<file path="src/spist_pkg.sv">
// Constants for the serial port status flags and interrupt enable mask
`default_nettype none
package spist_pkg;
  // ----------------------------------------------------------------
  // Register byte offsets
  // ----------------------------------------------------------------
  localparam logic [7:0] OFF_STATUS = 8'h28;
  localparam logic [7:0] OFF_MASK   = 8'h2c;
  localparam logic [7:0] OFF_MIS    = 8'h30;
  localparam logic [7:0] OFF_RAW    = 8'h34;
  // ----------------------------------------------------------------
  // Field positions and widths
  // ----------------------------------------------------------------
  localparam int STAT_RX_FULL  = 4;
  localparam int STAT_RX_DATA  = 3;
  localparam int STAT_TX_EMPTY = 2;
  localparam int STAT_TX_ROOM  = 1;
  localparam int STAT_BUSY     = 0;
  localparam int STAT_W        = 5;
  localparam int EV_CONTENTION = 5;
  localparam int EV_RX_FULL    = 4;
  localparam int EV_RX_OVER    = 3;
  localparam int EV_RX_UNDER   = 2;
  localparam int EV_TX_OVER    = 1;
  localparam int EV_TX_EMPTY   = 0;
  localparam int EV_W          = 6;
  // ----------------------------------------------------------------
  // Reset values and the NONSEQ transfer code
  // ----------------------------------------------------------------
  localparam logic [EV_W-1:0] MASK_RST = 6'h3f;
  localparam logic [31:0]     RD_ZERO  = 32'h0000_0000;
  localparam logic [1:0]      HTRANS_NONSEQ = 2'h2;
endpackage
`default_nettype wire

</file>
<file path="src/spist_flag_if.sv">
// Carrier between the register slave and the flag decoder
`timescale 1ns/1ps
`default_nettype none
interface spist_flag_if #(parameter int LVL_W = 4);
  logic [LVL_W-1:0]             rx_level;
  logic [LVL_W-1:0]             tx_level;
  logic                         busy;
  logic [spist_pkg::EV_W-1:0]   raw_in;
  logic [spist_pkg::STAT_W-1:0] stat;
  logic [spist_pkg::EV_W-1:0]   raw;
  modport dec (input rx_level, input tx_level, input busy, input raw_in, output stat, output raw);
  modport use_side (output rx_level, output tx_level, output busy, output raw_in, input stat, input raw);
endinterface
`default_nettype wire

</file>
<file path="src/spist_flags.sv">
// Combinational decode of queue levels into status flags, with busy and raw events passed through
`timescale 1ns/1ps
`default_nettype none
module spist_flags #(
  parameter int LVL_W = 4,
  parameter int DEPTH = 8
) (
  spist_flag_if.dec fl
);
  // ----------------------------------------------------------------
  // Occupancy and activity flags
  // ----------------------------------------------------------------
  localparam logic [LVL_W-1:0] DEPTH_L = LVL_W'(DEPTH);
  localparam logic [LVL_W-1:0] ZERO_L  = '0;
  assign fl.stat[spist_pkg::STAT_RX_FULL]  = (fl.rx_level == DEPTH_L);
  assign fl.stat[spist_pkg::STAT_RX_DATA]  = (fl.rx_level != ZERO_L);
  assign fl.stat[spist_pkg::STAT_TX_EMPTY] = (fl.tx_level == ZERO_L);
  assign fl.stat[spist_pkg::STAT_TX_ROOM]  = (fl.tx_level < DEPTH_L);
  assign fl.stat[spist_pkg::STAT_BUSY]     = fl.busy;
  // ----------------------------------------------------------------
  // Raw events pass unmasked
  // ----------------------------------------------------------------
  assign fl.raw = fl.raw_in;
endmodule // spist_flags
`default_nettype wire

</file>
<file path="src/spist_top.sv">
// Status flags and interrupt enable mask with an AHB-Lite register slave
`timescale 1ns/1ps
`default_nettype none
module spist_top #(
  parameter int LVL_W = 4,
  parameter int DEPTH = 8
) (
  input  wire logic                       hclk,
  input  wire logic                       hresetn,
  input  wire logic                       hsel,
  input  wire logic [31:0]                haddr,
  input  wire logic [1:0]                 htrans,
  input  wire logic                       hwrite,
  input  wire logic [2:0]                 hsize,
  input  wire logic [31:0]                hwdata,
  input  wire logic                       hready,
  output logic      [31:0]                hrdata,
  output logic                            hreadyout,
  output logic                            hresp,
  input  wire logic [LVL_W-1:0]           rx_level,
  input  wire logic [LVL_W-1:0]           tx_level,
  input  wire logic                       busy,
  input  wire logic [spist_pkg::EV_W-1:0] raw_events,
  output logic                            irq
);
  // ----------------------------------------------------------------
  // Parameter check
  // ----------------------------------------------------------------
  if (DEPTH < 1 || DEPTH >= (1 << LVL_W)) begin : g_bad_depth
    $error("DEPTH must fit in LVL_W bits");
  end

  // ----------------------------------------------------------------
  // Flag decoder
  // ----------------------------------------------------------------
  spist_flag_if #(.LVL_W(LVL_W)) fl ();
  assign fl.rx_level = rx_level;
  assign fl.tx_level = tx_level;
  assign fl.busy     = busy;
  assign fl.raw_in   = raw_events;

  spist_flags #(.LVL_W(LVL_W), .DEPTH(DEPTH)) u_flags (
    .fl (fl)
  );

  function automatic logic hit(input logic [31:0] a, input logic [7:0] off);
    hit = (a[31:8] == 24'h00_0000) && (a[7:0] == off);
  endfunction

  // ----------------------------------------------------------------
  // Registers
  // ----------------------------------------------------------------
  logic [spist_pkg::EV_W-1:0] mask_r;
  logic [spist_pkg::EV_W-1:0] mask_nxt;
  logic                       wr_mask_r;
  logic [31:0]                hrdata_r;
  logic [31:0]                hrdata_nxt;
  logic                       irq_r;

  // ----------------------------------------------------------------
  // Address phase decode
  // ----------------------------------------------------------------
  wire logic                       take     = hsel && hready && (htrans == spist_pkg::HTRANS_NONSEQ);
  wire logic                       take_rd  = take && !hwrite;
  wire logic                       take_wr  = take && hwrite;
  wire logic [spist_pkg::EV_W-1:0] masked   = fl.raw & mask_r;
  wire logic [31:0]                rd_stat  = {27'h000_0000, fl.stat};
  wire logic [31:0]                rd_mask  = {26'h000_0000, mask_r};
  wire logic [31:0]                rd_mis   = {26'h000_0000, masked};
  wire logic [31:0]                rd_raw   = {26'h000_0000, fl.raw};

  always_comb begin
    if (!take_rd) begin
      hrdata_nxt = hrdata_r;
    end else if (hit(haddr, spist_pkg::OFF_STATUS)) begin
      hrdata_nxt = rd_stat;
    end else if (hit(haddr, spist_pkg::OFF_MASK)) begin
      hrdata_nxt = rd_mask;
    end else if (hit(haddr, spist_pkg::OFF_MIS)) begin
      hrdata_nxt = rd_mis;
    end else if (hit(haddr, spist_pkg::OFF_RAW)) begin
      hrdata_nxt = rd_raw;
    end else begin
      hrdata_nxt = spist_pkg::RD_ZERO;
    end
  end

  // Data phase write, only the six enable bits are stored
  assign mask_nxt = wr_mask_r ? hwdata[spist_pkg::EV_W-1:0] : mask_r;

  // ----------------------------------------------------------------
  // Clocked state
  // ----------------------------------------------------------------
  always_ff @(posedge hclk or negedge hresetn) begin
    if (!hresetn) begin
      wr_mask_r <= 1'b0;
    end else begin
      wr_mask_r <= take_wr && hit(haddr, spist_pkg::OFF_MASK);
    end
  end

  always_ff @(posedge hclk or negedge hresetn) begin
    if (!hresetn) begin
      mask_r <= spist_pkg::MASK_RST;
    end else begin
      mask_r <= mask_nxt;
    end
  end

  always_ff @(posedge hclk or negedge hresetn) begin
    if (!hresetn) begin
      hrdata_r <= spist_pkg::RD_ZERO;
    end else begin
      hrdata_r <= hrdata_nxt;
    end
  end

  always_ff @(posedge hclk or negedge hresetn) begin
    if (!hresetn) begin
      irq_r <= 1'b0;
    end else begin
      irq_r <= |masked;
    end
  end

  assign hrdata    = hrdata_r;
  assign hreadyout = 1'b1;
  assign hresp     = 1'b0;
  assign irq       = irq_r;

  // ----------------------------------------------------------------
  // Assertions
  // ----------------------------------------------------------------
  localparam logic [LVL_W-1:0] DEPTH_L = LVL_W'(DEPTH);
  wire logic rd_st = take_rd && hit(haddr, spist_pkg::OFF_STATUS);
  wire logic rd_mk = take_rd && hit(haddr, spist_pkg::OFF_MASK);
  wire logic rd_rw = take_rd && hit(haddr, spist_pkg::OFF_RAW);
  wire logic rd_ms = take_rd && hit(haddr, spist_pkg::OFF_MIS);

  AST_RX_FLAGS: assert property (@(posedge hclk) disable iff (!hresetn)
    rd_st |=> (hrdata_r[4] == ($past(rx_level) == DEPTH_L)) && (hrdata_r[3] == ($past(rx_level) != '0)))
    else $error("Rx flags wrong");
  AST_TX_FLAGS: assert property (@(posedge hclk) disable iff (!hresetn)
    rd_st |=> (hrdata_r[2] == ($past(tx_level) == '0)) && (hrdata_r[1] == ($past(tx_level) < DEPTH_L)))
    else $error("Tx flags wrong");
  AST_BUSY_FLAG: assert property (@(posedge hclk) disable iff (!hresetn)
    rd_st |=> hrdata_r[0] == $past(busy))
    else $error("Busy flag wrong");
  AST_MASK_WRITE: assert property (@(posedge hclk) disable iff (!hresetn)
    (take_wr && hit(haddr, spist_pkg::OFF_MASK)) ##1 1'b1 |=> mask_r == $past(hwdata[5:0]))
    else $error("Mask write lost");
  AST_MASK_HOLD: assert property (@(posedge hclk) disable iff (!hresetn)
    !wr_mask_r |=> $stable(mask_r))
    else $error("Mask changed without write");
  AST_MASK_READ: assert property (@(posedge hclk) disable iff (!hresetn)
    rd_mk && !wr_mask_r |=> hrdata_r[5:0] == $past(mask_r))
    else $error("Mask readback wrong");
  AST_MASK_RSVD: assert property (@(posedge hclk) disable iff (!hresetn)
    rd_mk |=> hrdata_r[31:6] == 26'h000_0000)
    else $error("Reserved mask bits nonzero");
  AST_RAW_READ: assert property (@(posedge hclk) disable iff (!hresetn)
    rd_rw |=> hrdata_r[5:0] == $past(raw_events))
    else $error("Raw events wrong");
  AST_IRQ_OR: assert property (@(posedge hclk) disable iff (!hresetn)
    1'b1 |=> irq == |($past(raw_events) & $past(mask_r)))
    else $error("Irq mismatch");
  AST_IRQ_BLOCK: assert property (@(posedge hclk) disable iff (!hresetn)
    (mask_r == 6'h00) |=> !irq)
    else $error("Irq with all disabled");

  AST_MIS_READ: assert property (@(posedge hclk) disable iff (!hresetn)
    rd_ms |=> hrdata_r[5:0] == ($past(raw_events) & $past(mask_r)))
    else $error("Masked status wrong");

  AST_STAT_RSVD: assert property (@(posedge hclk) disable iff (!hresetn)
    rd_st |=> hrdata_r[31:5] == 27'h000_0000)
    else $error("Status upper bits nonzero");

  AST_RAW_RSVD: assert property (@(posedge hclk) disable iff (!hresetn)
    rd_rw |=> hrdata_r[31:6] == 26'h000_0000)
    else $error("Raw upper bits nonzero");

  AST_PASS_CONT: assert property (@(posedge hclk) disable iff (!hresetn)
    raw_events[spist_pkg::EV_CONTENTION] && mask_r[spist_pkg::EV_CONTENTION] |=> irq)
    else $error("Contention event not passed");

  AST_PASS_RXFULL: assert property (@(posedge hclk) disable iff (!hresetn)
    raw_events[spist_pkg::EV_RX_FULL] && mask_r[spist_pkg::EV_RX_FULL] |=> irq)
    else $error("Rx full event not passed");

  AST_PASS_RXOVER: assert property (@(posedge hclk) disable iff (!hresetn)
    raw_events[spist_pkg::EV_RX_OVER] && mask_r[spist_pkg::EV_RX_OVER] |=> irq)
    else $error("Rx overflow event not passed");

  AST_PASS_RXUNDER: assert property (@(posedge hclk) disable iff (!hresetn)
    raw_events[spist_pkg::EV_RX_UNDER] && mask_r[spist_pkg::EV_RX_UNDER] |=> irq)
    else $error("Rx underflow event not passed");

  AST_PASS_TXOVER: assert property (@(posedge hclk) disable iff (!hresetn)
    raw_events[spist_pkg::EV_TX_OVER] && mask_r[spist_pkg::EV_TX_OVER] |=> irq)
    else $error("Tx overflow event not passed");

  AST_PASS_TXEMPTY: assert property (@(posedge hclk) disable iff (!hresetn)
    raw_events[spist_pkg::EV_TX_EMPTY] && mask_r[spist_pkg::EV_TX_EMPTY] |=> irq)
    else $error("Tx empty event not passed");
endmodule // spist_top
`default_nettype wire

</file>
<file path="config.mk">
export PLATFORM = sky130hd
export DESIGN_NAME = spist_top
export DESIGN_NICKNAME = d
export VERILOG_FILES = /design/src/spist_pkg.sv /design/src/spist_flag_if.sv /design/src/spist_flags.sv /design/src/spist_top.sv
export SDC_FILE = /design/constraint.sdc
export NUM_CORES = 1
export LEC_CHECK = 0
export ABC_CLOCK_PERIOD_IN_PS = 2900
export BUFFER_PORTS_ARGS = -buffer_cell sky130_fd_sc_hd__buf_4
export CORE_AREA = 2 2 59 61
export CTS_BUF_LIST = sky130_fd_sc_hd__clkbuf_8 sky130_fd_sc_hd__clkbuf_16
export DETAILED_ROUTE_END_ITERATION = 10
export DIE_AREA = 0 0 61 63
export GPL_TIMING_DRIVEN = 1
export PLACE_DENSITY = 0.87
export SYNTH_ARGS = -nofsm -noshare
export SYNTH_HDL_FRONTEND = slang
export SYNTH_HIERARCHICAL = 1
export SYNTH_SLANG_ARGS = --single-unit
</file>
<file path="constraint.sdc">
create_clock -name hclk -period 2.9 [get_ports hclk]
set_input_delay 0.87 -clock hclk [delete_from_list [all_inputs] [get_ports hclk]]
set_output_delay 0.87 -clock hclk [all_outputs]
set_load 0.02 [all_outputs]
</file>
# [Word level (Yosys, flattened, before mapping)]
# Cells that the tools add are included.
# W data, S select, Z words.
[op_classes] eq_ne=6 n_lt_le_gt_ge=1 bitwise=1 n_reduce_logical=14 n_mux=4
[op_table] operator="$eq A8 B6 Y1 const B" n=4
[op_table] operator="$logic_not A24 Y1" n=1
[op_table] operator="$mux W6" n=4
[op_table] operator="$logic_and A1 B1 Y1" n=9
[op_table] operator="$and A6 B6 Y6" n=1
[op_table] operator="$reduce_or A6 Y1" n=1
[op_table] operator="$eq A4 B4 Y1 const B" n=1
[op_table] operator="$logic_not A4 Y1" n=1
[op_table] operator="$lt A4 B4 Y1 const B" n=1
[op_table] operator="$reduce_bool A4 Y1" n=1
[op_table] operator="$eq A2 B2 Y1 const B" n=1
[op_table] operator="$logic_not A1 Y1" n=1
[word_totals] out_inout_bits=35 inputBits=89 word_cells=30 ff_bits=40

# [Logic depth before layout (Yosys ltp)]
[logic_depth] word_depth=6 mapped_depth=5 mapped_depth_nobuf=4

# [Cells and area by module]
# Netlist, hierarchy kept.
[by_module_without_submodules] mod="spist_top" seq_area_each_um2=357.8 area_each_um2=1068.5 cells_per_inst=113 instances=1
[by_module_without_submodules] mod="spist_flags" seq_area_each_um2=0.0 area_each_um2=78.8 cells_per_inst=11 instances=1

# [Worst setup path before layout]
# OpenSTA, ideal clock, no wires.
[synth_timing] path_kind="input to register" from="input port haddr[1]" to="register wr_mask_r" path_buffers=1 setup_ps=81 path_stages=4 path_slack_ps=856 arrival_time_ps=1963 cell_sequence="or3_1 > clkbuf_2 > or4_1 > nor3_2"
[synth_between] elab_chain_len=3
[synth_lines] element="start, declared" line="spist_top.sv:11" text="input wire logic [31:0] haddr,"
[synth_lines] element="$eq A8 B6 Y1"
[synth_lines] element="$logic_and A1 B1 Y1"
[synth_lines] element="$logic_and A1 B1 Y1" line="spist_top.sv:98" text="wr_mask_r <= take_wr && hit(haddr, spist_pkg::OFF_MASK);"
[synth_lines] element="end signal, assigned" line="spist_top.sv:98"
[synth_lines] element="end, declared" line="spist_top.sv:55" text="logic wr_mask_r;"
# No other way between the ends.
# A chain may end at the register's enable or synchronous reset.

# [Worst setup path after layout]
# Ends and elaborated chain as after synthesis.

==> implementation parameters <==
Parameter                              Value

STA
  Hold Violations, Final    0
  Final min period    roughly 2.0 ns
  # setup viols final    0
  Period utilisation layout    0.683
  Timing-limited maximum frequency    just over 0.5 GHz
  Slew Viols, Final    0
  Final hold slack    0.467 ns
  Setup repair after global routing missed its margin    no
  Sum of negative setup slack    0 ns
  Post-Route Skew    just under 0.0009 ns

Synth
  Cell type with the largest total area after synthesis    sky130_fd_sc_hd__buf_4
  Share of synthesized area spent on multiplexers    0.0589
  Number of warnings printed during yosys synthesis    6
  Synth area leaders    sky130_fd_sc_hd__buf_4, sky130_fd_sc_hd__dfrtp_1, sky130_fd_sc_hd__dfstp_2
  Post-Syn Area    1150 um2
  Share of Yosys cell area claimed by the top area cell type    0.229
  Adder and majority cell fraction of the synthesized area    0
  Synth Area in Compound Gates    0.162
  Number of register bits inferred by synthesis    14
  Per-instance average area after synthesis    9.25 um2
  Async set or reset register ratio after synthesis    1.00
  Most frequently used flop master after synthesis    sky130_fd_sc_hd__dfrtp_1
  Sequential area share after synthesis    0.312
  Post-synthesis share of cell area spent on and, or, nand and nor gates    0.205
  Gate Count Post-Synth    124
  Main combinational cell family by area after synthesis    buffers and inverters
  Xor/xnor share of the synthesized area    0
  Number of synthesized flops with an enable pin    0
  Number of distinct standard cells referenced by the synthesized netlist    32

GRT
  All-Layer GR Usage    0.151
  First-pass GRT wire length    between 4000 and 5000 um
  Antenna violations before repair    0
  Pin count of the biggest net entering global routing    15
  Vias in the first global route    between 900 and 1,000
  Global route overflow    0

CTS
  Clock Tree Root    sky130_fd_sc_hd__clkbuf_8
  Clock buffer depth    2
  Clock transition time at the flip-flop clock pins of the worst setup and hold paths    0.06 ns
  Buffer count from post-CTS setup fixing    0
  Post-cts sizing count    0
  H-tree levels    1
  TritonCTS clock tree    built
  Total CTS buffers    3
  Number of buffers inserted by hold repair at cts    0
  Num Clock Sinks    14
  Insertion delay to the later sink of the worst-skew pair    0.24 ns

Floorplanning
  Die Span X    61 um
  Std-Cell Core Area    roughly 3200 um2
  Standard-cell rows    21
  Die boundary height    63 um
  Initial cell density of the core    0.355
  Overall die area    3840 um2
  Boundary Pins    124

Hold path
  Worst hold path class    in -> async

Place
  Post-DP HPWL    2450 um
  Post-placement cell count    about 220
  Port Buf Inserts    66
  Routability cong.    0.772

Finish
  Number of cells in the finished layout apart from fillers    226
  Total number of nets in the final design    270
  Share of final-layout standard cells stronger than drive strength 1    0.472
  Area added between synthesis and finish    37.0%
  Antenna diodes    0
  Util after Layout    0.486
  Number of fill cells    309

Job
  MaxCap Viol Count    0

Detailed routing
  Remaining design rule violation count    0
  Overall routed net length    2810 um
  Total number of vias    1,075
  Routed wire length per instance    12.4 um
  First-pass detailed-route iteration total    4
  Avg Vias per Cell    4.76
  Drt initial violations    14
  Count of nets left with antenna violations after detail routing    0

Status
  Run status    finished clean

Pwr
  Cell area power density    320 nW/um2
  Total power of the final layout    0.503 mW
  Static leakage power    0.739 nW
  Worst VDD drop    0.170 mV

Worst setup path
  Reg-to-reg startpoint    mask_r[1]
  Startpoint Class    primary input
  Data required time at the worst endpoint    3.06 ns
  Register-to-Register Path Depth    3
  Reg2reg setup slack    1.73 ns
  Critical path peak fanout    6
  R2R Path End    hrdata[1]
  Data arrival at the endpoint of the critical path    roughly 2.1 ns
  Kind of capture point of the worst setup path    register
  Worst setup path category    in -> reg
## metal layers
metal | global-route usage | vias up | part of all wire
met5 | 0 | - | 0
met4 | 0.0272 | 0 | 0.0064
met3 | 0.0331 | 2 | 0.11
met2 | 0.274 | 74 | 0.53
met1 | 0.176 | 484 | 0.35
li1 | - | 515 | -
## Yosys cell counts, drive strengths merged (4+ instances only)
cell type / number
a21oi: 5
a22o: 7
a31oi: 4
buf: 37
clkbuf: 4
dfrtp: 8
dfstp: 6
mux2: 6
nand3b: 4
nor3: 8
nor4: 7
o31ai: 4
## worst max-delay path, stage by stage
cell and delay (ns):
sky130_fd_sc_hd__buf_4 0.11, sky130_fd_sc_hd__or3_1 0.46, sky130_fd_sc_hd__or4_1 0.57, sky130_fd_sc_hd__nor3_2 0.13
## sequential cells by signal, indices dropped and copies added, names as in the netlist
signal	flops
irq	1
hrdata	6
mask_r	6
wr_mask_r	1
## cells by family (layout without fill, tap and decap cells)
group / count (synthesis) / after routing
mux: 6 / 6
simple gates: 34 / 34
other cells: 2 / 28
compound gates: 26 / 26
flops: 14 / 14
buf+inv: 42 / 72
## final cells by class
class / count / area, um2 / area share
multi-input cells: 94 / 594 / 0.378
repair buffers: 67 / 503 / 0.320
flip-flops and latches: 14 / 358 / 0.228
well taps: 46 / 57.6 / 0.0366
clock buffers: 4 / 55.1 / 0.0350
inverters: 1 / 3.75 / 0.00239
## layout by cell type (no fill, tap or decap), types with 2 or more instances in the layout
master and n:
sky130_fd_sc_hd__nor4_1 7, sky130_fd_sc_hd__buf_4 67, sky130_fd_sc_hd__a21oi_1 5, sky130_fd_sc_hd__nand3_1 2
sky130_fd_sc_hd__or4_1 2, sky130_fd_sc_hd__dfstp_2 6, sky130_fd_sc_hd__o31ai_1 4, sky130_fd_sc_hd__clkbuf_8 4
sky130_fd_sc_hd__nor3_2 2, sky130_fd_sc_hd__conb_1 28, sky130_fd_sc_hd__nor3_1 6, sky130_fd_sc_hd__nor4b_1 2
sky130_fd_sc_hd__nand3b_1 4, sky130_fd_sc_hd__dfrtp_1 8, sky130_fd_sc_hd__a22oi_1 3, sky130_fd_sc_hd__nand2_1 2
sky130_fd_sc_hd__a22o_1 7, sky130_fd_sc_hd__a31oi_1 4, sky130_fd_sc_hd__mux2_2 6
## power by group
group	switching, mW	internal, mW	leakage, nW
Clock	0.0671	0.120	0.0288
Combinational	0.0617	0.0587	0.536
Sequential	0.0000000000941	0.196	0.174
Total	0.129	0.375	0.739
## how the worst max path moves through the flow
stage	startpoint	end	slack, ns	depth (start not counted)
after floorplan	haddr[1]	wr_mask_r	0.86	4
after global placement	haddr[1]	wr_mask_r	0.72	4
after detailed placement	haddr[1]	wr_mask_r	0.66	4
after CTS	haddr[1]	wr_mask_r	0.91	4
after global routing	haddr[22]	hrdata[5]	0.82	5
final	haddr[1]	wr_mask_r	0.92	4
## metrics by stage
stage               worst slack, ns  area, um2
finish                        0.920       1570
global placement              0.724       1520
floorplan                     0.856       1240
global route                  0.822       1570
detailed placement            0.662       1520
CTS                           0.912       1570
No activity file was read; power rests on OpenSTA's default activity.
